**src/verilog/sfad_defs.svh**
```systemverilog
// constants for the flash command framing link
`ifndef SFAD_DEFS_SVH
`define SFAD_DEFS_SVH
`define SFAD_OPC_W      8
`define SFAD_ADDR_W     24
`define SFAD_PAGE_MSB   20
`define SFAD_PAGE_LSB   9
`define SFAD_OFS_MSB    8
`define SFAD_PAGE_W     12
`define SFAD_OFS_W      9
`define SFAD_RSV_W      3
`define SFAD_CLK_NS     10
`define SFAD_SCK_HALF   8
`define SFAD_VCSL_US    70
`define SFAD_VCSL_CYC   ((`SFAD_VCSL_US * 1000 + `SFAD_CLK_NS - 1) / `SFAD_CLK_NS)
`define SFAD_PUW_MS     3
`define SFAD_PUW_CYC    ((`SFAD_PUW_MS * 1000000) / `SFAD_CLK_NS)
`define SFAD_OP_01      8'h01
`define SFAD_OP_02      8'h02
`define SFAD_OP_03      8'h03
`define SFAD_OP_0B      8'h0b
`define SFAD_OP_1B      8'h1b
`define SFAD_OP_50      8'h50
`define SFAD_OP_53      8'h53
`define SFAD_OP_55      8'h55
`define SFAD_OP_58      8'h58
`define SFAD_OP_59      8'h59
`define SFAD_OP_60      8'h60
`define SFAD_OP_61      8'h61
`define SFAD_OP_79      8'h79
`define SFAD_OP_7C      8'h7c
`define SFAD_OP_81      8'h81
`define SFAD_OP_82      8'h82
`define SFAD_OP_83      8'h83
`define SFAD_OP_84      8'h84
`define SFAD_OP_85      8'h85
`define SFAD_OP_86      8'h86
`define SFAD_OP_87      8'h87
`define SFAD_OP_88      8'h88
`define SFAD_OP_89      8'h89
`define SFAD_OP_9F      8'h9f
`define SFAD_OP_AB      8'hab
`define SFAD_OP_B9      8'hb9
`define SFAD_OP_D1      8'hd1
`define SFAD_OP_D2      8'hd2
`define SFAD_OP_D3      8'hd3
`define SFAD_OP_D4      8'hd4
`define SFAD_OP_D6      8'hd6
`define SFAD_OP_D7      8'hd7
`define SFAD_DUMMY_1    3'h1
`define SFAD_DUMMY_2    3'h2
`define SFAD_DUMMY_4    3'h4
`endif

```
**src/verilog/sfad_pkg.sv**
```systemverilog
// types and opcode classification for the flash command framing link
`include "sfad_defs.svh"
package sfad_pkg;
    typedef struct packed {
        logic       has_addr;
        logic       has_page;
        logic       has_ofs;
        logic       is_rd;
        logic       is_pe;
        logic       is_rmw;
        logic [2:0] dummy;
    } sfad_cls_s;

    typedef enum logic [2:0] {DV_STANDBY, DV_OPC, DV_ADDR, DV_DUMMY, DV_OUT, DV_DONE} sfad_dev_e;
    typedef enum logic [2:0] {HS_POWER, HS_IDLE, HS_HOLD, HS_LEAD, HS_SHIFT, HS_TAIL,
                              HS_GAP} sfad_host_e;

    function automatic sfad_cls_s opc_class(input logic [7:0] op);
        sfad_cls_s c;
        c = '0;
        c.has_addr = !(op inside {`SFAD_OP_79, `SFAD_OP_9F, `SFAD_OP_AB, `SFAD_OP_B9,
                                  `SFAD_OP_D7});
        c.has_page = op inside {`SFAD_OP_01, `SFAD_OP_02, `SFAD_OP_03, `SFAD_OP_0B,
            `SFAD_OP_1B, `SFAD_OP_50, `SFAD_OP_53, `SFAD_OP_55, `SFAD_OP_58, `SFAD_OP_59,
            `SFAD_OP_60, `SFAD_OP_61, `SFAD_OP_7C, `SFAD_OP_81, `SFAD_OP_82, `SFAD_OP_83,
            `SFAD_OP_85, `SFAD_OP_86, `SFAD_OP_88, `SFAD_OP_89, `SFAD_OP_D2};
        c.has_ofs = op inside {`SFAD_OP_01, `SFAD_OP_02, `SFAD_OP_03, `SFAD_OP_0B,
            `SFAD_OP_1B, `SFAD_OP_58, `SFAD_OP_59, `SFAD_OP_82, `SFAD_OP_84, `SFAD_OP_85,
            `SFAD_OP_87, `SFAD_OP_D1, `SFAD_OP_D2, `SFAD_OP_D3, `SFAD_OP_D4, `SFAD_OP_D6};
        c.is_rd = op inside {`SFAD_OP_03, `SFAD_OP_0B, `SFAD_OP_1B, `SFAD_OP_9F, `SFAD_OP_D1,
            `SFAD_OP_D2, `SFAD_OP_D3, `SFAD_OP_D4, `SFAD_OP_D6, `SFAD_OP_D7};
        c.is_pe = op inside {`SFAD_OP_02, `SFAD_OP_50, `SFAD_OP_58, `SFAD_OP_59, `SFAD_OP_7C,
            `SFAD_OP_81, `SFAD_OP_82, `SFAD_OP_83, `SFAD_OP_85, `SFAD_OP_86, `SFAD_OP_88,
            `SFAD_OP_89};
        c.is_rmw = op inside {`SFAD_OP_58, `SFAD_OP_59};
        if (op inside {`SFAD_OP_0B, `SFAD_OP_D4, `SFAD_OP_D6})
            c.dummy = `SFAD_DUMMY_1;
        else if (op == `SFAD_OP_1B)
            c.dummy = `SFAD_DUMMY_2;
        else if (op == `SFAD_OP_D2)
            c.dummy = `SFAD_DUMMY_4;
        return c;
    endfunction
endpackage
```
**src/verilog/sfad_link_if.sv**
```systemverilog
// serial link between host controller and flash device
`timescale 1ns/1ps
`default_nettype none
interface sfad_link_if;
    logic chip_select_n;
    logic sck;
    logic si;
    logic so;
    logic so_oe;
    logic so_line;

    // released serial output reads as pulled high
    assign so_line = so_oe ? so : 1'b1;

    modport host (output chip_select_n, output sck, output si, input so_line);
    modport device (input chip_select_n, input sck, input si, output so, output so_oe);
endinterface
`default_nettype wire

```
**src/verilog/sfad_device.sv**
```systemverilog
// flash device end: command and address framing, power-on behaviour
`timescale 1ns/1ps
`default_nettype none
`include "sfad_defs.svh"
module sfad_device #(
    parameter int unsigned PUW_CYCLES = `SFAD_PUW_CYC
) (
    input  wire logic                     clock_in,
    input  wire logic                     reset_in,
    input  wire logic                     por_in,
    sfad_link_if.device                   link,
    input  wire logic [7:0]               rd_data_in,
    output logic                          cmd_valid_out,
    output logic [7:0]                    cmd_opcode_out,
    output logic [`SFAD_PAGE_W-1:0]       cmd_page_out,
    output logic [`SFAD_OFS_W-1:0]        cmd_offset_out,
    output logic                          cmd_page_used_out,
    output logic                          cmd_offset_used_out,
    output logic                          cmd_rmw_out,
    output logic                          rd_next_out,
    output logic                          mode3_out,
    output logic                          ready_out
);
    // input synchronisers
    logic cs_s1, cs_s2, cs_s3, sck_s1, sck_s2, sck_s3, si_s1, si_s2, por_s1, por_s2;
    always_ff @(posedge clock_in)
    begin
        if (reset_in)
        begin
            {cs_s1, cs_s2, cs_s3} <= 3'h7;
            {sck_s1, sck_s2, sck_s3} <= 3'h0;
            {si_s1, si_s2} <= 2'h0;
            {por_s1, por_s2} <= 2'h3;
        end
        else
        begin
            {cs_s1, cs_s2, cs_s3} <= {link.chip_select_n, cs_s1, cs_s2};
            {sck_s1, sck_s2, sck_s3} <= {link.sck, sck_s1, sck_s2};
            {si_s1, si_s2} <= {link.si, si_s1};
            {por_s1, por_s2} <= {por_in, por_s1};
        end
    end

    logic armed_r, armed_nxt;
    logic cs_fall, cs_rise, sck_rise, sck_fall;
    always_comb
    begin
        armed_nxt = por_s2 ? 1'b0 : (armed_r | cs_s2);
        cs_fall = armed_r & cs_s3 & ~cs_s2 & ~por_s2;
        cs_rise = cs_s2 & ~cs_s3;
        sck_rise = sck_s2 & ~sck_s3;
        sck_fall = ~sck_s2 & sck_s3;
    end

    // program/erase holdoff after power-on
    logic [18:0] hcnt_r, hcnt_nxt;
    logic        hdone_r, hdone_nxt;
    always_comb
    begin
        hcnt_nxt = hcnt_r;
        hdone_nxt = hdone_r;
        if (por_s2)
        begin
            hcnt_nxt = '0;
            hdone_nxt = 1'b0;
        end
        else if (!hdone_r)
        begin
            hcnt_nxt = hcnt_r + 19'h1;
            hdone_nxt = (hcnt_r >= 19'(PUW_CYCLES - 1));
        end
    end

    // frame state machine
    sfad_pkg::sfad_dev_e st_r, st_nxt;
    sfad_pkg::sfad_cls_s cls_r, cls_nxt;
    logic [31:0] sh_r, sh_nxt;
    logic [4:0]  bit_r, bit_nxt;
    logic [2:0]  dcnt_r, dcnt_nxt;
    logic [7:0]  opc_r, opc_nxt, ob_r, ob_nxt;
    logic [2:0]  obit_r, obit_nxt;
    logic        so_r, so_nxt, oe_r, oe_nxt, m3_r, m3_nxt, rdn_r, rdn_nxt, issue;

    function automatic sfad_pkg::sfad_dev_e after_addr(input sfad_pkg::sfad_cls_s c);
        if (!c.is_rd)
            return sfad_pkg::DV_DONE;
        else if (c.dummy != 3'h0)
            return sfad_pkg::DV_DUMMY;
        else
            return sfad_pkg::DV_OUT;
    endfunction

    always_comb
    begin
        st_nxt = st_r;
        cls_nxt = cls_r;
        sh_nxt = sh_r;
        bit_nxt = bit_r;
        dcnt_nxt = dcnt_r;
        opc_nxt = opc_r;
        ob_nxt = ob_r;
        obit_nxt = obit_r;
        so_nxt = so_r;
        oe_nxt = oe_r;
        m3_nxt = m3_r;
        rdn_nxt = 1'b0;
        issue = 1'b0;
        unique case (st_r)
            sfad_pkg::DV_STANDBY:
                if (cs_fall)
                begin
                    st_nxt = sfad_pkg::DV_OPC;
                    bit_nxt = '0;
                    m3_nxt = sck_s2;
                end
            sfad_pkg::DV_OPC:
                if (sck_rise)
                begin
                    sh_nxt = {sh_r[30:0], si_s2};
                    bit_nxt = bit_r + 5'h1;
                    if (bit_r == 5'(`SFAD_OPC_W - 1))
                    begin
                        opc_nxt = sh_nxt[7:0];
                        cls_nxt = sfad_pkg::opc_class(sh_nxt[7:0]);
                        dcnt_nxt = cls_nxt.dummy;
                        bit_nxt = '0;
                        if (cls_nxt.has_addr)
                            st_nxt = sfad_pkg::DV_ADDR;
                        else
                        begin
                            issue = 1'b1;
                            st_nxt = after_addr(cls_nxt);
                        end
                    end
                end
            sfad_pkg::DV_ADDR:
                if (sck_rise)
                begin
                    sh_nxt = {sh_r[30:0], si_s2};
                    bit_nxt = bit_r + 5'h1;
                    if (bit_r == 5'(`SFAD_ADDR_W - 1))
                    begin
                        issue = 1'b1;
                        bit_nxt = '0;
                        st_nxt = after_addr(cls_r);
                    end
                end
            sfad_pkg::DV_DUMMY:
                if (sck_rise)
                begin
                    bit_nxt = bit_r + 5'h1;
                    if (bit_r[2:0] == 3'h7)
                    begin
                        dcnt_nxt = dcnt_r - 3'h1;
                        if (dcnt_r == 3'h1)
                            st_nxt = sfad_pkg::DV_OUT;
                    end
                end
            sfad_pkg::DV_OUT:
                if (sck_fall)
                begin
                    oe_nxt = 1'b1;
                    if (obit_r == 3'h0)
                    begin
                        so_nxt = rd_data_in[7];
                        ob_nxt = {rd_data_in[6:0], 1'b0};
                        obit_nxt = 3'h7;
                        rdn_nxt = 1'b1;
                    end
                    else
                    begin
                        so_nxt = ob_r[7];
                        ob_nxt = {ob_r[6:0], 1'b0};
                        obit_nxt = obit_r - 3'h1;
                    end
                end
            sfad_pkg::DV_DONE:
                st_nxt = st_r;
        endcase
        if (cs_rise || por_s2)
        begin
            st_nxt = sfad_pkg::DV_STANDBY;
            oe_nxt = 1'b0;
            obit_nxt = 3'h0;
        end
    end

    // command hand-off to the array side
    logic                    cv_r, cv_nxt, pend_r, pend_nxt, pu_r, pu_nxt, ou_r, ou_nxt;
    logic                    rmw_r, rmw_nxt;
    logic [7:0]              co_r, co_nxt;
    logic [`SFAD_PAGE_W-1:0] pg_r, pg_nxt;
    logic [`SFAD_OFS_W-1:0]  of_r, of_nxt;
    always_comb
    begin
        cv_nxt = 1'b0;
        pend_nxt = pend_r;
        co_nxt = co_r;
        pg_nxt = pg_r;
        of_nxt = of_r;
        pu_nxt = pu_r;
        ou_nxt = ou_r;
        rmw_nxt = rmw_r;
        if (issue)
        begin
            co_nxt = opc_nxt;
            pu_nxt = cls_nxt.has_page;
            ou_nxt = cls_nxt.has_ofs;
            rmw_nxt = cls_nxt.is_rmw;
            // reserved bits dropped; unused page or offset positions forced to zero
            pg_nxt = cls_nxt.has_page ? sh_nxt[`SFAD_PAGE_MSB:`SFAD_PAGE_LSB] : '0;
            of_nxt = cls_nxt.has_ofs ? sh_nxt[`SFAD_OFS_MSB:0] : '0;
            if (cls_nxt.is_pe && !hdone_r)
                pend_nxt = 1'b1;
            else
                cv_nxt = 1'b1;
        end
        else if (pend_r && hdone_r)
        begin
            cv_nxt = 1'b1;
            pend_nxt = 1'b0;
        end
        if (por_s2)
        begin
            cv_nxt = 1'b0;
            pend_nxt = 1'b0;
        end
    end

    always_ff @(posedge clock_in)
    begin
        if (reset_in)
        begin
            armed_r <= 1'b0;
            hcnt_r <= '0;
            hdone_r <= 1'b0;
            st_r <= sfad_pkg::DV_STANDBY;
            cls_r <= '0;
            sh_r <= '0;
            bit_r <= '0;
            dcnt_r <= '0;
            opc_r <= '0;
            ob_r <= '0;
            obit_r <= '0;
            so_r <= 1'b0;
            oe_r <= 1'b0;
            m3_r <= 1'b0;
            rdn_r <= 1'b0;
            cv_r <= 1'b0;
            pend_r <= 1'b0;
            co_r <= '0;
            pg_r <= '0;
            of_r <= '0;
            pu_r <= 1'b0;
            ou_r <= 1'b0;
            rmw_r <= 1'b0;
        end
        else
        begin
            armed_r <= armed_nxt;
            hcnt_r <= hcnt_nxt;
            hdone_r <= hdone_nxt;
            st_r <= st_nxt;
            cls_r <= cls_nxt;
            sh_r <= sh_nxt;
            bit_r <= bit_nxt;
            dcnt_r <= dcnt_nxt;
            opc_r <= opc_nxt;
            ob_r <= ob_nxt;
            obit_r <= obit_nxt;
            so_r <= so_nxt;
            oe_r <= oe_nxt;
            m3_r <= m3_nxt;
            rdn_r <= rdn_nxt;
            cv_r <= cv_nxt;
            pend_r <= pend_nxt;
            co_r <= co_nxt;
            pg_r <= pg_nxt;
            of_r <= of_nxt;
            pu_r <= pu_nxt;
            ou_r <= ou_nxt;
            rmw_r <= rmw_nxt;
        end
    end

    assign link.so = so_r;
    assign link.so_oe = oe_r;
    assign cmd_valid_out = cv_r;
    assign cmd_opcode_out = co_r;
    assign cmd_page_out = pg_r;
    assign cmd_offset_out = of_r;
    assign cmd_page_used_out = pu_r;
    assign cmd_offset_used_out = ou_r;
    assign cmd_rmw_out = rmw_r;
    assign rd_next_out = rdn_r;
    assign mode3_out = m3_r;
    assign ready_out = hdone_r;
endmodule
`default_nettype wire

```
**src/flat_wrapper.sv**
```systemverilog
// flat-port wrapper written by rule: the top's interface ports become plain ports
module sfad_device_flat 
#(
    parameter int unsigned PUW_CYCLES = `SFAD_PUW_CYC
)
  (clock_in, reset_in, por_in, rd_data_in, cmd_valid_out, cmd_opcode_out, cmd_page_out, cmd_offset_out, cmd_page_used_out, cmd_offset_used_out, cmd_rmw_out, rd_next_out, mode3_out, ready_out, link_chip_select_n, link_sck, link_si, link_so, link_so_oe);
  sfad_link_if link_i ();
  input  wire logic clock_in;
  input  wire logic reset_in;
  input  wire logic por_in;
  input  wire logic [7:0] rd_data_in;
  output logic cmd_valid_out;
  output logic [7:0] cmd_opcode_out;
  output logic [`SFAD_PAGE_W-1:0] cmd_page_out;
  output logic [`SFAD_OFS_W-1:0] cmd_offset_out;
  output logic cmd_page_used_out;
  output logic cmd_offset_used_out;
  output logic cmd_rmw_out;
  output logic rd_next_out;
  output logic mode3_out;
  output logic ready_out;
  input wire logic [$bits(link_i.chip_select_n)-1:0] link_chip_select_n;
  input wire logic [$bits(link_i.sck)-1:0] link_sck;
  input wire logic [$bits(link_i.si)-1:0] link_si;
  output wire logic [$bits(link_i.so)-1:0] link_so;
  output wire logic [$bits(link_i.so_oe)-1:0] link_so_oe;
  assign link_i.chip_select_n = link_chip_select_n;
  assign link_i.sck = link_sck;
  assign link_i.si = link_si;
  assign link_so = link_i.so;
  assign link_so_oe = link_i.so_oe;
  sfad_device #(.PUW_CYCLES(PUW_CYCLES)) u_core (.clock_in(clock_in), .reset_in(reset_in), .por_in(por_in), .link(link_i), .rd_data_in(rd_data_in), .cmd_valid_out(cmd_valid_out), .cmd_opcode_out(cmd_opcode_out), .cmd_page_out(cmd_page_out), .cmd_offset_out(cmd_offset_out), .cmd_page_used_out(cmd_page_used_out), .cmd_offset_used_out(cmd_offset_used_out), .cmd_rmw_out(cmd_rmw_out), .rd_next_out(rd_next_out), .mode3_out(mode3_out), .ready_out(ready_out));
endmodule
```
**config.mk**
```make
export PLATFORM = sky130hd
export DESIGN_NAME = sfad_device_flat
export DESIGN_NICKNAME = d
export VERILOG_FILES = /design/src/verilog/sfad_pkg.sv /design/src/verilog/sfad_link_if.sv /design/src/verilog/sfad_device.sv /design/src/flat_wrapper.sv
export VERILOG_INCLUDE_DIRS = /design/src /design/src/verilog
export SDC_FILE = /design/constraint.sdc
export NUM_CORES = 1
export LEC_CHECK = 0
export BUFFER_PORTS_ARGS = -buffer_cell sky130_fd_sc_hd__buf_2
export CORE_AREA = 2 2 134 149
export CTS_CLUSTER_SIZE = 40
export DETAILED_ROUTE_END_ITERATION = 12
export DIE_AREA = 0 0 136 151
export PLACE_DENSITY = 0.47
export SYNTH_ARGS = -nofsm -noshare
export SYNTH_HDL_FRONTEND = slang
export SYNTH_SLANG_ARGS = --single-unit
export TNS_END_PERCENT = 30
```
**constraint.sdc**
```tcl
create_clock -name clock_in -period 2.1 [get_ports clock_in]
set_input_delay 0.42 -clock clock_in [delete_from_list [all_inputs] [get_ports clock_in]]
set_output_delay 0.42 -clock clock_in [all_outputs]
set_load 0.05 [all_outputs]
```
==> results of run 1 <==
-- where the power goes --
group | total [mW] | internal (mW) | switching, mW
logic | 0.0795 | 0.0274 | 0.0520
clock network | 2.85 | 1.77 | 1.09
registers | 2.43 | 2.42 | 0.00600
total | 5.36 | 4.21 | 1.15
-- sequential cells by signal, indices dropped and copies added, names as in the netlist, 3 cells and up --
name and cells:
u_core.sh_r 21, u_core.obit_r 3, u_core.ob_r 7, u_core.cls_r 8
u_core.st_r 3, u_core.cmd_offset_out 9, u_core.cmd_opcode_out 8, u_core.dcnt_r 3
u_core.hcnt_r 19, u_core.cmd_page_out 12, u_core.bit_r 5, u_core.opc_r 8
-- through the flow --
step           utilization  power [mW]  instances
6_report             0.366        5.36       1002
5_1_grt              0.366        5.57       1002
4_1_cts              0.363        5.45       1002
3_5_place_dp         0.331        2.56        970
3_3_place_gp         0.331        2.56        970
2_1_floorplan            -        2.52        674
-- final timing paths --
check,from,endpoint,cells past startpoint
min reg2reg,u_core.por_s1,u_core.por_s2,1
max reg2reg,u_core.sh_r[6],u_core.cmd_page_out[11],7
max,u_core.sh_r[6],u_core.cmd_page_out[11],7
min,por_in,u_core.por_s1,2
-- cells by family after synthesis --
family | count (synthesis) | share of synthesized area
AOI/OAI and AO/OA | 145 | 0.174
xor gates and xnor gates | 18 | 0.0283
adders and majority gates | 8 | 0.0177
buffers and inverters | 68 | 0.0545
DFF | 127 | 0.456
muxes | 3 | 0.00538
and+or+nand+nor | 305 | 0.265
-- cell usage after synthesis (3+ instances only) --
cell type                  count
sky130_fd_sc_hd__nor4_1        5
sky130_fd_sc_hd__o21ai_1       8
sky130_fd_sc_hd__and3b_1       3
sky130_fd_sc_hd__a211oi_1      3
sky130_fd_sc_hd__a21o_1        3
sky130_fd_sc_hd__nor4b_1       4
sky130_fd_sc_hd__nand3_1      21
sky130_fd_sc_hd__nor2b_1      11
sky130_fd_sc_hd__nor2_1       59
sky130_fd_sc_hd__and3_1        4
sky130_fd_sc_hd__a31o_1        9
sky130_fd_sc_hd__a21oi_1      56
sky130_fd_sc_hd__xor2_1       11
sky130_fd_sc_hd__buf_6         3
sky130_fd_sc_hd__o32ai_1      11
sky130_fd_sc_hd__o21ai_0      14
sky130_fd_sc_hd__nand4_1       6
sky130_fd_sc_hd__nand2_1     124
sky130_fd_sc_hd__or2_2         9
sky130_fd_sc_hd__a31o_2        3
sky130_fd_sc_hd__buf_2        15
sky130_fd_sc_hd__a311oi_1     10
sky130_fd_sc_hd__and2_1        4
sky130_fd_sc_hd__nor3b_1      14
sky130_fd_sc_hd__or3_1         8
sky130_fd_sc_hd__o211ai_1      4
sky130_fd_sc_hd__xnor2_1       7
sky130_fd_sc_hd__clkbuf_1     26
sky130_fd_sc_hd__mux2i_1       3
sky130_fd_sc_hd__inv_1        20
sky130_fd_sc_hd__dfxtp_1     127
sky130_fd_sc_hd__ha_1          7
sky130_fd_sc_hd__nand2b_1     12
sky130_fd_sc_hd__nor3_1       10
-- cells in the final DEF (no fill, tap or decap), drive strengths merged, types with 12 or more instances in the layout --
cell,count
a21oi,57
a31o,12
buf,96
clkbuf,22
dfxtp,127
inv,25
nand2,124
nand2b,12
nand3,21
nor2,59
nor3b,14
o21ai,22
-- repair_timing --
item | CTS | global route
hold buffers | 0 | 0
resized for setup | 4 | 14
endpoints found under the setup margin | 20 | 32
-- layout make-up --
| type | instances | share of cell area |
|---|---|---|
| clock inverters | 10 | 0.0146 |
| inverters | 21 | 0.0114 |
| clock buffers | 22 | 0.0698 |
| repair buffers | 96 | 0.0891 |
| multi-input cells | 479 | 0.402 |
| flip-flops and latches | 127 | 0.368 |
| well taps | 247 | 0.0446 |
-- routing by layer --
layer,up-vias,track usage,routed length [um],part of all wire
met5,-,0,0,0
met4,0,0.0620,264,0.019
met3,22,0.0375,402,0.028
met2,68,0.261,7280,0.52
met1,2331,0.162,6170,0.44
li1,2485,-,-,-
==> flow_results.xml, run 1 <==
<?xml version="1.0" encoding="UTF-8"?>
<metrics>
  <group name="clock_tree">
    <metric name="cts_root_buf" unit="">sky130_fd_sc_hd__clkbuf_16</metric>
    <metric name="worstSkewPairLatency" unit="ns">0.42</metric>
    <metric name="clock-sinks" unit="">127</metric>
    <metric name="post_cts_buffers" unit="">0</metric>
    <metric name="maximum_level_of_the_cts_h_tree" unit="">4</metric>
    <metric name="cts_tree" unit="">yes</metric>
    <metric name="cts-buffers-inserted" unit="">17</metric>
    <metric name="path_clk_slew" unit="ns">0.06</metric>
    <metric name="clockBufferDepth" unit="">2</metric>
  </group>
  <group name="sta">
    <metric name="drv_slew" unit="">0</metric>
    <metric name="setup_total_negative_slack" unit="ns">0</metric>
    <metric name="setup_repair_after_global_routing_missed_its_margin" unit="">false</metric>
    <metric name="timing.max_slew.rel_slack" unit="">0.530</metric>
    <metric name="final_critical_path_setup_slack" unit="ns">0.102</metric>
    <metric name="max_freq" unit="MHz">501</metric>
    <metric name="finalClockSkew" unit="ns">0.0117</metric>
    <metric name="final_min_period_over_clock_period" unit="">0.951</metric>
    <metric name="worst_slew_pin_slew" unit="ns">0.704</metric>
    <metric name="final_hold_viol_count" unit="">0</metric>
    <metric name="timing.final.setup_violations" unit="">0</metric>
    <metric name="finalWorstPathRequiredPeriod" unit="ns">2.00</metric>
    <metric name="worst_hold_slack" unit="ns">0.188</metric>
  </group>
  <group name="layout">
    <metric name="finish.net_count" unit="">763</metric>
    <metric name="register_area" unit="um2">2550</metric>
    <metric name="drive_above_1_share" unit="">0.217</metric>
    <metric name="multi_input_comb_area" unit="um2">2790</metric>
    <metric name="area_delta_synth_final" unit="%">24.3</metric>
    <metric name="summed_area_of_non_filler_cells_in_the_final_layout" unit="um2">6940</metric>
    <metric name="antennaDiodeCount" unit="">0</metric>
    <metric name="number_of_fill_cells" unit="">2040</metric>
  </group>
  <group name="worst_setup_path">
    <metric name="timing_worst_setup_path_type" unit="">reg2reg</metric>
    <metric name="worst_path_cell_with_the_longest_stage_delay" unit="">sky130_fd_sc_hd__a2111oi_4</metric>
    <metric name="cell_family_with_the_largest_share_of_critical_path_delay" unit="">compound AO/OA/AOI/OAI gates</metric>
    <metric name="worst-path-max-fanout" unit="">32</metric>
    <metric name="worst_ep_arrival_time" unit="ns">2.31</metric>
    <metric name="required" unit="ns">2.41</metric>
    <metric name="timing.critical_path.cells" unit="">nand2b_1 -&gt; a2111oi_4 -&gt; o31a_1 -&gt; o21a_2 -&gt; buf_12 -&gt; nor3b_1 -&gt; a31o_2</metric>
    <metric name="cp_num_buf_inv" unit="">1</metric>
    <metric name="max_stage_delay" unit="ns">0.43</metric>
    <metric name="r2r_slack" unit="ns">0.10</metric>
    <metric name="timing.critical_path.from_type" unit="">flip-flop</metric>
    <metric name="endpoint_kind" unit="">flip-flop</metric>
  </group>
  <group name="global_routing">
    <metric name="pin_count_of_the_biggest_net_entering_global_routing" unit="">42</metric>
    <metric name="global_route.usage.total" unit="">0.145</metric>
    <metric name="grt_pass1_wl" unit="mm">23.5</metric>
    <metric name="overflow" unit="">0</metric>
    <metric name="antenna_found_initial" unit="">0</metric>
    <metric name="vias_in_the_first_global_route" unit="">4838</metric>
  </group>
  <group name="worst_hold_path">
    <metric name="class_of_the_tightest_hold_or_removal_check" unit="">in2reg</metric>
  </group>
  <group name="die">
    <metric name="placeableCoreArea" unit="um2">19000</metric>
    <metric name="die_area" unit="um2">20500</metric>
    <metric name="core.rowCount" unit="">53</metric>
    <metric name="floorplan.die.width" unit="um">136</metric>
    <metric name="die_h" unit="um">151</metric>
    <metric name="ioPinCount" unit="">52</metric>
    <metric name="initial_core_utilization" unit="">0.294</metric>
  </group>
  <group name="power">
    <metric name="pwrdens" unit="nW/um2">773</metric>
    <metric name="p_leak" unit="nW">2.53</metric>
    <metric name="vdd_ir_drop_max" unit="uV">532</metric>
  </group>
  <group name="yosys">
    <metric name="post_synthesis_mean_instance_area" unit="um2">8.28</metric>
    <metric name="number_of_enable_type_register_cells_in_the_synthesized_netlist" unit="">0</metric>
    <metric name="gate_count_post_synth" unit="">674</metric>
    <metric name="synth.top_cells.by_area" unit="">sky130_fd_sc_hd__dfxtp_1 (46%), sky130_fd_sc_hd__nand2_1 (8.3%), sky130_fd_sc_hd__a21oi_1 (5.0%)</metric>
    <metric name="post_synth_num_cell_types" unit="">63</metric>
    <metric name="mappedNetlistNets" unit="">695</metric>
    <metric name="netlist.area_leader.share" unit="">0.456</metric>
    <metric name="ys.warnings.count" unit="">0</metric>
    <metric name="synth-async-reset-ratio" unit="">0</metric>
    <metric name="synth_largest_area_cell" unit="">sky130_fd_sc_hd__dfxtp_1</metric>
    <metric name="synth_sequential_area_ratio" unit="">0.456</metric>
    <metric name="main_flop_type_after_synthesis" unit="">sky130_fd_sc_hd__dfxtp_1</metric>
    <metric name="synthesis.area" unit="um2">5580</metric>
    <metric name="postSynthRegisterBits" unit="">127</metric>
  </group>
  <group name="routing">
    <metric name="routed-via-count" unit="">4906</metric>
    <metric name="drc" unit="">0</metric>
    <metric name="first_pass_iters" unit="">6</metric>
    <metric name="detail_route.wl_per_cell" unit="um">14.1</metric>
    <metric name="antenna_violating_nets_post_route" unit="">0</metric>
    <metric name="detail_route.wirelength" unit="mm">14.1</metric>
    <metric name="drt_iter0_drc" unit="">227</metric>
    <metric name="vias_per_cell" unit="">4.90</metric>
  </group>
  <group name="placement">
    <metric name="io_buffer_count" unit="">51</metric>
    <metric name="detailedPlacementHpwl" unit="mm">10.2</metric>
    <metric name="post_dp_cell_area" unit="um2">6290</metric>
    <metric name="dp_slack" unit="ns">-0.0306</metric>
    <metric name="gp_congestion" unit="">0.898</metric>
  </group>
  <group name="run">
    <metric name="maxCapViolCount" unit="">0</metric>
  </group>
  <group name="outcome">
    <metric name="run_status" unit="">finished, final reports clean</metric>
  </group>
</metrics>
No activity file was read; power rests on OpenSTA's default activity.
==> run 2, diff against run 1 <==
- CORE_AREA: 2 2 134 149 -> 2 2 140 142
- DIE_AREA: 0 0 136 151 -> 0 0 142 144
==> run 2 against run 1 <==
Against the previous run:
- combinational power increased by 1%
- critical endpoint is now u_core.cmd_offset_used_out
- critical path depth increased by 1
- fmax increased by 1.3%
- clock-buffer cell count decreased by 4
- global-route usage increased by 0.37 points
==> flow_results.xml, run 2 (synthesis gave the netlist of run 1 again) <==
<?xml version="1.0" encoding="UTF-8"?>
<metrics>
  <group name="routing">
    <metric name="drt_iter0_drc" unit="">238</metric>
    <metric name="drc" unit="">0</metric>
    <metric name="detail_route.wl_per_cell" unit="um">14.6</metric>
    <metric name="detail_route.wirelength" unit="mm">14.7</metric>
    <metric name="antenna_violating_nets_post_route" unit="">0</metric>
    <metric name="routed-via-count" unit="">4980</metric>
    <metric name="first_pass_iters" unit="">5</metric>
    <metric name="vias_per_cell" unit="">4.96</metric>
  </group>
  <group name="clock_tree">
    <metric name="cts_root_buf" unit="">sky130_fd_sc_hd__clkbuf_16</metric>
    <metric name="cts_tree" unit="">yes</metric>
    <metric name="clock-sinks" unit="">127</metric>
    <metric name="worstSkewPairLatency" unit="ns">0.42</metric>
    <metric name="cts-buffers-inserted" unit="">17</metric>
    <metric name="path_clk_slew" unit="ns">0.06</metric>
    <metric name="post_cts_hold_buffer_count" unit="">0</metric>
    <metric name="clockBufferDepth" unit="">2</metric>
    <metric name="maximum_level_of_the_cts_h_tree" unit="">4</metric>
  </group>
  <group name="die">
    <metric name="ioPinCount" unit="">52</metric>
    <metric name="placeableCoreArea" unit="um2">19100</metric>
    <metric name="die_h" unit="um">144</metric>
    <metric name="floorplan.die.width" unit="um">142</metric>
    <metric name="initial_core_utilization" unit="">0.292</metric>
    <metric name="die_area" unit="um2">20400</metric>
    <metric name="core.rowCount" unit="">51</metric>
  </group>
  <group name="worst_setup_path">
    <metric name="timing_worst_setup_path_type" unit="">reg2reg</metric>
    <metric name="worst-path-max-fanout" unit="">23</metric>
    <metric name="required" unit="ns">2.44</metric>
    <metric name="r2r_cells" unit="">8</metric>
    <metric name="timing.critical_path.from_type" unit="">flip-flop</metric>
    <metric name="r2r_slack" unit="ns">0.13</metric>
    <metric name="endpoint_kind" unit="">flip-flop</metric>
    <metric name="rr_endpoint" unit="">u_core.cmd_offset_used_out</metric>
    <metric name="worstReg2RegStart" unit="">u_core.sh_r[6]</metric>
    <metric name="worst_ep_arrival_time" unit="ns">2.31</metric>
  </group>
  <group name="placement">
    <metric name="post-place-cells" unit="">971</metric>
    <metric name="detailedPlacementHpwl" unit="mm">10.5</metric>
    <metric name="post_dp_cell_area" unit="um2">6350</metric>
    <metric name="io_buffer_count" unit="">51</metric>
    <metric name="gp_congestion" unit="">0.813</metric>
  </group>
  <group name="layout">
    <metric name="drive_above_1_share" unit="">0.231</metric>
    <metric name="largest-register" unit="">u_core.sh_r</metric>
    <metric name="finish.net_count" unit="">775</metric>
    <metric name="largest_register_ff_count" unit="">21</metric>
    <metric name="finalCoreUtilization" unit="">0.368</metric>
    <metric name="summed_area_of_non_filler_cells_in_the_final_layout" unit="um2">7020</metric>
    <metric name="area_delta_synth_final" unit="%">25.8</metric>
    <metric name="antennaDiodeCount" unit="">0</metric>
    <metric name="final_common_cell" unit="">sky130_fd_sc_hd__nand2_1</metric>
    <metric name="final_cells" unit="">1004</metric>
    <metric name="layout_common_cells" unit="">sky130_fd_sc_hd__nand2_1 (124), sky130_fd_sc_hd__dfxtp_1 (119), sky130_fd_sc_hd__nor2_1 (59), sky130_fd_sc_hd__a21oi_1 (56), sky130_fd_sc_hd__buf_4 (55)</metric>
  </group>
  <group name="global_routing">
    <metric name="pin_count_of_the_biggest_net_entering_global_routing" unit="">49</metric>
    <metric name="overflow" unit="">0</metric>
    <metric name="antenna_found_initial" unit="">0</metric>
    <metric name="grt_pass1_wl" unit="mm">23.8</metric>
    <metric name="global_route.usage.total" unit="">0.149</metric>
    <metric name="vias_in_the_first_global_route" unit="">4833</metric>
  </group>
  <group name="power">
    <metric name="vdd_ir_drop_max" unit="uV">470</metric>
    <metric name="power_switching_share" unit="">0.222</metric>
    <metric name="p_total" unit="mW">5.42</metric>
    <metric name="switching_power" unit="mW">1.21</metric>
    <metric name="sequential_share_of_power" unit="">0.447</metric>
    <metric name="pwrdens" unit="nW/um2">772</metric>
    <metric name="comb_power_share" unit="">0.015</metric>
    <metric name="p_leak" unit="nW">2.58</metric>
    <metric name="internal_power" unit="mW">4.22</metric>
    <metric name="clock_power_share" unit="">0.538</metric>
  </group>
  <group name="sta">
    <metric name="timing.final.setup_violations" unit="">0</metric>
    <metric name="timing.max_slew.rel_slack" unit="">0.578</metric>
    <metric name="final_min_period_over_clock_period" unit="">0.939</metric>
    <metric name="max_freq" unit="MHz">507</metric>
    <metric name="setup_repair_after_global_routing_missed_its_margin" unit="">true</metric>
    <metric name="finalClockSkew" unit="ns">0.00681</metric>
    <metric name="drv_slew" unit="">0</metric>
    <metric name="finalWorstPathRequiredPeriod" unit="ns">1.97</metric>
    <metric name="final_hold_viol_count" unit="">0</metric>
    <metric name="worst_slew_pin_slew" unit="ns">0.628</metric>
  </group>
  <group name="worst_hold_path">
    <metric name="class_of_the_tightest_hold_or_removal_check" unit="">in2reg</metric>
    <metric name="worst_hold_path.num_cells" unit="">2</metric>
    <metric name="hold_crit_start" unit="">link_chip_select_n</metric>
    <metric name="min_delay_worst_endpoint" unit="">u_core.cs_s1</metric>
  </group>
  <group name="outcome">
    <metric name="run_status" unit="">finished, final reports clean</metric>
  </group>
  <group name="run">
    <metric name="maxCapViolCount" unit="">0</metric>
  </group>
</metrics>
run 2: cell count changes in the layout (fill, tap and decap cells not counted), sizes merged:
cell	delta
clkinvlp	+2
bufinv	+1
buf	+12
clkinv	+4
clkbuf	-4
inv	-4
run 2: worst max path at each step:
stage                                       to  slack, ns      startpoint
floorplan              u_core.cmd_page_out[10]       0.23  u_core.sh_r[1]
global placement      u_core.cmd_offset_out[7]      -0.16  u_core.sh_r[2]
detailed placement    u_core.cmd_offset_out[8]      -0.09  u_core.sh_r[2]
CTS                 u_core.cmd_offset_used_out      0.006  u_core.sh_r[4]
global route        u_core.cmd_offset_used_out      -0.01  u_core.sh_r[1]
finish              u_core.cmd_offset_used_out       0.13  u_core.sh_r[6]
run 2: layout make-up:
cell class	count	area, um2
Clock buffer	18	439
Clock inverter	13	143
Multi-Input combinational cell	479	2800
Fill cell	1962	12100
Inverter	21	78.8
Sequential cell	127	2560
Timing Repair Buffer	108	708
Tap cell	238	298
run 2: critical path, stage by stage, from the launching register on:
cell                        delay, ns
sky130_fd_sc_hd__dfxtp_2         0.35
sky130_fd_sc_hd__nand2b_2        0.23
sky130_fd_sc_hd__a2111oi_4       0.39
sky130_fd_sc_hd__o31a_1          0.19
sky130_fd_sc_hd__o21a_2          0.21
sky130_fd_sc_hd__buf_12          0.18
sky130_fd_sc_hd__buf_4           0.13
sky130_fd_sc_hd__nand2_1         0.05
sky130_fd_sc_hd__o22ai_1         0.17
run 2: layer usage:
layer  track usage  part of all wire
met3        0.0417             0.038
met5             0                 0
met1         0.169              0.43
met2         0.263              0.52
met4        0.0642             0.017
run 2: metrics by stage:
stage | worst slack (ns) | TNS [ns] | hold WS (ns)
after floorplan | 0.225 | 0 | 0.389
after global placement | -0.157 | -2.56 | 0.403
after detailed placement | -0.0891 | -0.737 | 0.404
after CTS | 0.00594 | 0 | 0.168
after global routing | -0.0113 | -0.0113 | 0.172
final | 0.128 | 0 | 0.186
run 2: repair_timing:
item                                    4_1_cts  5_1_grt
pin swaps                                     0        2
gates resized for setup                       7       14
setup buffers                                 0        2
endpoints found under the setup margin       25       36
run 2: power groups by stage:
stage	registers (mW)	clock network, mW	logic [mW]
floorplan	2.48	0	0.0483
global placement	2.48	0	0.0792
detailed placement	2.48	0	0.0806
CTS	2.42	3.00	0.0808
global route	2.42	3.09	0.0890
finish	2.42	2.92	0.0805
==> run 3, diff against run 2 <==
- PLACE_DENSITY: 0.47 -> 0.49
- RECOVER_POWER: unset -> 100
==> run 3 against run 2 <==
Against the previous run:
- flip-flop and latch count unchanged
- sequential share of layout area is 0.30 points higher
- core utilization fell by 0.16 points
- clock skew increased by 0.0028 ns
- total power rose by 0.22%
- via count barely moved
- die area unchanged
- setup slack got worse by 0.031 ns
- register-to-register slack got worse by 0.03 ns
- clock power about the same
- fmax decreased by 1.5%
- worst hold slack better by 0.0010 ns
- largest cell class unchanged
- largest power group unchanged
- highest routed layer unchanged
==> flow_results.xml, run 3 (synthesis gave the netlist of run 1 again) <==
<?xml version="1.0" encoding="UTF-8"?>
<metrics>
  <group name="worst_setup_path">
    <metric name="r2r_cells" unit="">6</metric>
    <metric name="required" unit="ns">2.41</metric>
    <metric name="endpoint_kind" unit="">flip-flop</metric>
    <metric name="worstReg2RegStart" unit="">u_core.sh_r[3]</metric>
    <metric name="worst-path-max-fanout" unit="">7</metric>
    <metric name="worst_ep_arrival_time" unit="ns">2.32</metric>
    <metric name="rr_endpoint" unit="">u_core.cmd_page_out[0]</metric>
    <metric name="r2r_slack" unit="ns">0.1</metric>
    <metric name="timing_worst_setup_path_type" unit="">reg2reg</metric>
    <metric name="timing.critical_path.from_type" unit="">flip-flop</metric>
  </group>
  <group name="sta">
    <metric name="worst_hold_slack" unit="ns">0.187</metric>
    <metric name="timing.max_slew.rel_slack" unit="">0.492</metric>
    <metric name="max_freq" unit="MHz">499</metric>
    <metric name="setup_repair_after_global_routing_missed_its_margin" unit="">false</metric>
    <metric name="drv_slew" unit="">0</metric>
    <metric name="final_hold_viol_count" unit="">0</metric>
    <metric name="final_min_period_over_clock_period" unit="">0.954</metric>
    <metric name="worst_slew_pin_slew" unit="ns">0.762</metric>
    <metric name="finalWorstPathRequiredPeriod" unit="ns">2.00</metric>
    <metric name="setup_total_negative_slack" unit="ns">0</metric>
    <metric name="finalClockSkew" unit="ns">0.00962</metric>
    <metric name="final_critical_path_setup_slack" unit="ns">0.0966</metric>
    <metric name="timing.final.setup_violations" unit="">0</metric>
  </group>
  <group name="routing">
    <metric name="drt_iter0_drc" unit="">243</metric>
    <metric name="detail_route.wirelength" unit="mm">14.5</metric>
    <metric name="antenna_violating_nets_post_route" unit="">0</metric>
    <metric name="drc" unit="">0</metric>
    <metric name="routed-via-count" unit="">4977</metric>
    <metric name="detail_route.wl_per_cell" unit="um">14.4</metric>
    <metric name="vias_per_cell" unit="">4.93</metric>
    <metric name="first_pass_iters" unit="">4</metric>
  </group>
  <group name="power">
    <metric name="pwrdens" unit="nW/um2">777</metric>
    <metric name="p_leak" unit="nW">2.44</metric>
    <metric name="vdd_ir_drop_max" unit="uV">577</metric>
    <metric name="p_total" unit="mW">5.43</metric>
  </group>
  <group name="layout">
    <metric name="largest-register" unit="">u_core.sh_r</metric>
    <metric name="layout_common_cells" unit="">sky130_fd_sc_hd__nand2_1 (124), sky130_fd_sc_hd__dfxtp_1 (119), sky130_fd_sc_hd__nor2_1 (59), sky130_fd_sc_hd__a21oi_1 (57), sky130_fd_sc_hd__buf_4 (54)</metric>
    <metric name="area_delta_synth_final" unit="%">25.3</metric>
    <metric name="number_of_fill_cells" unit="">2006</metric>
    <metric name="multi_input_comb_area" unit="um2">2800</metric>
    <metric name="final_common_cell" unit="">sky130_fd_sc_hd__nand2_1</metric>
    <metric name="drive_above_1_share" unit="">0.176</metric>
    <metric name="largest_register_ff_count" unit="">21</metric>
    <metric name="final_cells" unit="">1010</metric>
    <metric name="register_area" unit="um2">2570</metric>
    <metric name="antennaDiodeCount" unit="">0</metric>
    <metric name="summed_area_of_non_filler_cells_in_the_final_layout" unit="um2">6990</metric>
    <metric name="finish.net_count" unit="">780</metric>
    <metric name="finalCoreUtilization" unit="">0.366</metric>
  </group>
  <group name="outcome">
    <metric name="run_status" unit="">finished, final reports clean</metric>
  </group>
  <group name="die">
    <metric name="core.rowCount" unit="">51</metric>
    <metric name="ioPinCount" unit="">52</metric>
    <metric name="initial_core_utilization" unit="">0.292</metric>
    <metric name="die_h" unit="um">144</metric>
    <metric name="floorplan.die.width" unit="um">142</metric>
    <metric name="placeableCoreArea" unit="um2">19100</metric>
    <metric name="die_area" unit="um2">20400</metric>
  </group>
  <group name="global_routing">
    <metric name="grt_pass1_wl" unit="mm">23.8</metric>
    <metric name="vias_in_the_first_global_route" unit="">4838</metric>
    <metric name="pin_count_of_the_biggest_net_entering_global_routing" unit="">38</metric>
    <metric name="overflow" unit="">0</metric>
    <metric name="antenna_found_initial" unit="">0</metric>
    <metric name="global_route.usage.total" unit="">0.149</metric>
  </group>
  <group name="placement">
    <metric name="post_dp_cell_area" unit="um2">6350</metric>
    <metric name="post-place-cells" unit="">973</metric>
    <metric name="io_buffer_count" unit="">51</metric>
    <metric name="gp_congestion" unit="">0.812</metric>
    <metric name="dp_slack" unit="ns">-0.134</metric>
    <metric name="detailedPlacementHpwl" unit="mm">10.3</metric>
  </group>
  <group name="clock_tree">
    <metric name="worstSkewPairLatency" unit="ns">0.43</metric>
    <metric name="maximum_level_of_the_cts_h_tree" unit="">4</metric>
    <metric name="cts-buffers-inserted" unit="">17</metric>
    <metric name="cts_root_buf" unit="">sky130_fd_sc_hd__clkbuf_16</metric>
    <metric name="cts_tree" unit="">yes</metric>
    <metric name="clockBufferDepth" unit="">2</metric>
    <metric name="post_cts_hold_buffer_count" unit="">0</metric>
    <metric name="path_clk_slew" unit="ns">0.06</metric>
    <metric name="clock-sinks" unit="">127</metric>
  </group>
  <group name="worst_hold_path">
    <metric name="hold_crit_start" unit="">link_chip_select_n</metric>
    <metric name="min_delay_worst_endpoint" unit="">u_core.cs_s1</metric>
    <metric name="worst_hold_path.num_cells" unit="">2</metric>
    <metric name="class_of_the_tightest_hold_or_removal_check" unit="">in2reg</metric>
  </group>
  <group name="run">
    <metric name="maxCapViolCount" unit="">0</metric>
  </group>
</metrics>
run 3: metal layers:
metal  vias to the layer above  GRT usage  part of all wire
met1                      2387      0.168              0.43
met4                         0     0.0574             0.018
met5                         -          0                 0
li1                       2520          -                 -
met3                        20     0.0381             0.032
met2                        50      0.268              0.52
run 3: how the worst max path moves through the flow:
stage | start | end | cells past startpoint
final | u_core.sh_r[3] | u_core.cmd_page_out[0] | 6
after global routing | u_core.sh_r[1] | u_core.cmd_page_out[0] | 7
after CTS | u_core.sh_r[2] | u_core.cmd_page_out[1] | 6
after detailed placement | u_core.sh_r[1] | u_core.cmd_page_out[9] | 7
after global placement | u_core.sh_r[5] | u_core.cmd_offset_out[6] | 7
after floorplan | u_core.sh_r[1] | u_core.cmd_page_out[10] | 8
run 3: layout make-up:
class | instances | share of cell area
timing repair buffer | 112 | 0.0940
clock buffer | 18 | 0.0614
tap | 238 | 0.0426
sequential | 127 | 0.367
multi-input combinational | 480 | 0.401
clock inverter | 14 | 0.0226
inverter | 21 | 0.0113
run 3: critical path, stage by stage (launching register included):
cell	delay, ns
sky130_fd_sc_hd__dfxtp_4	0.37
sky130_fd_sc_hd__nor2b_1	0.15
sky130_fd_sc_hd__a32o_2	0.27
sky130_fd_sc_hd__a222oi_1	0.39
sky130_fd_sc_hd__nand3_2	0.20
sky130_fd_sc_hd__o21a_4	0.29
sky130_fd_sc_hd__a31o_2	0.23
run 3: power by group:
group | switching (mW) | internal (mW) | total (mW)
Clock | 1.17 | 1.77 | 2.94
Combinational | 0.0510 | 0.0255 | 0.0765
Sequential | 0.00744 | 2.41 | 2.42
Total | 1.23 | 4.21 | 5.43
run 3: repair_timing:
action,in CTS,in global routing
pin swaps,2,5
setup endpoints to repair,30,28
buffers inserted,0,4
gates resized for setup,14,14
cloned,1,0
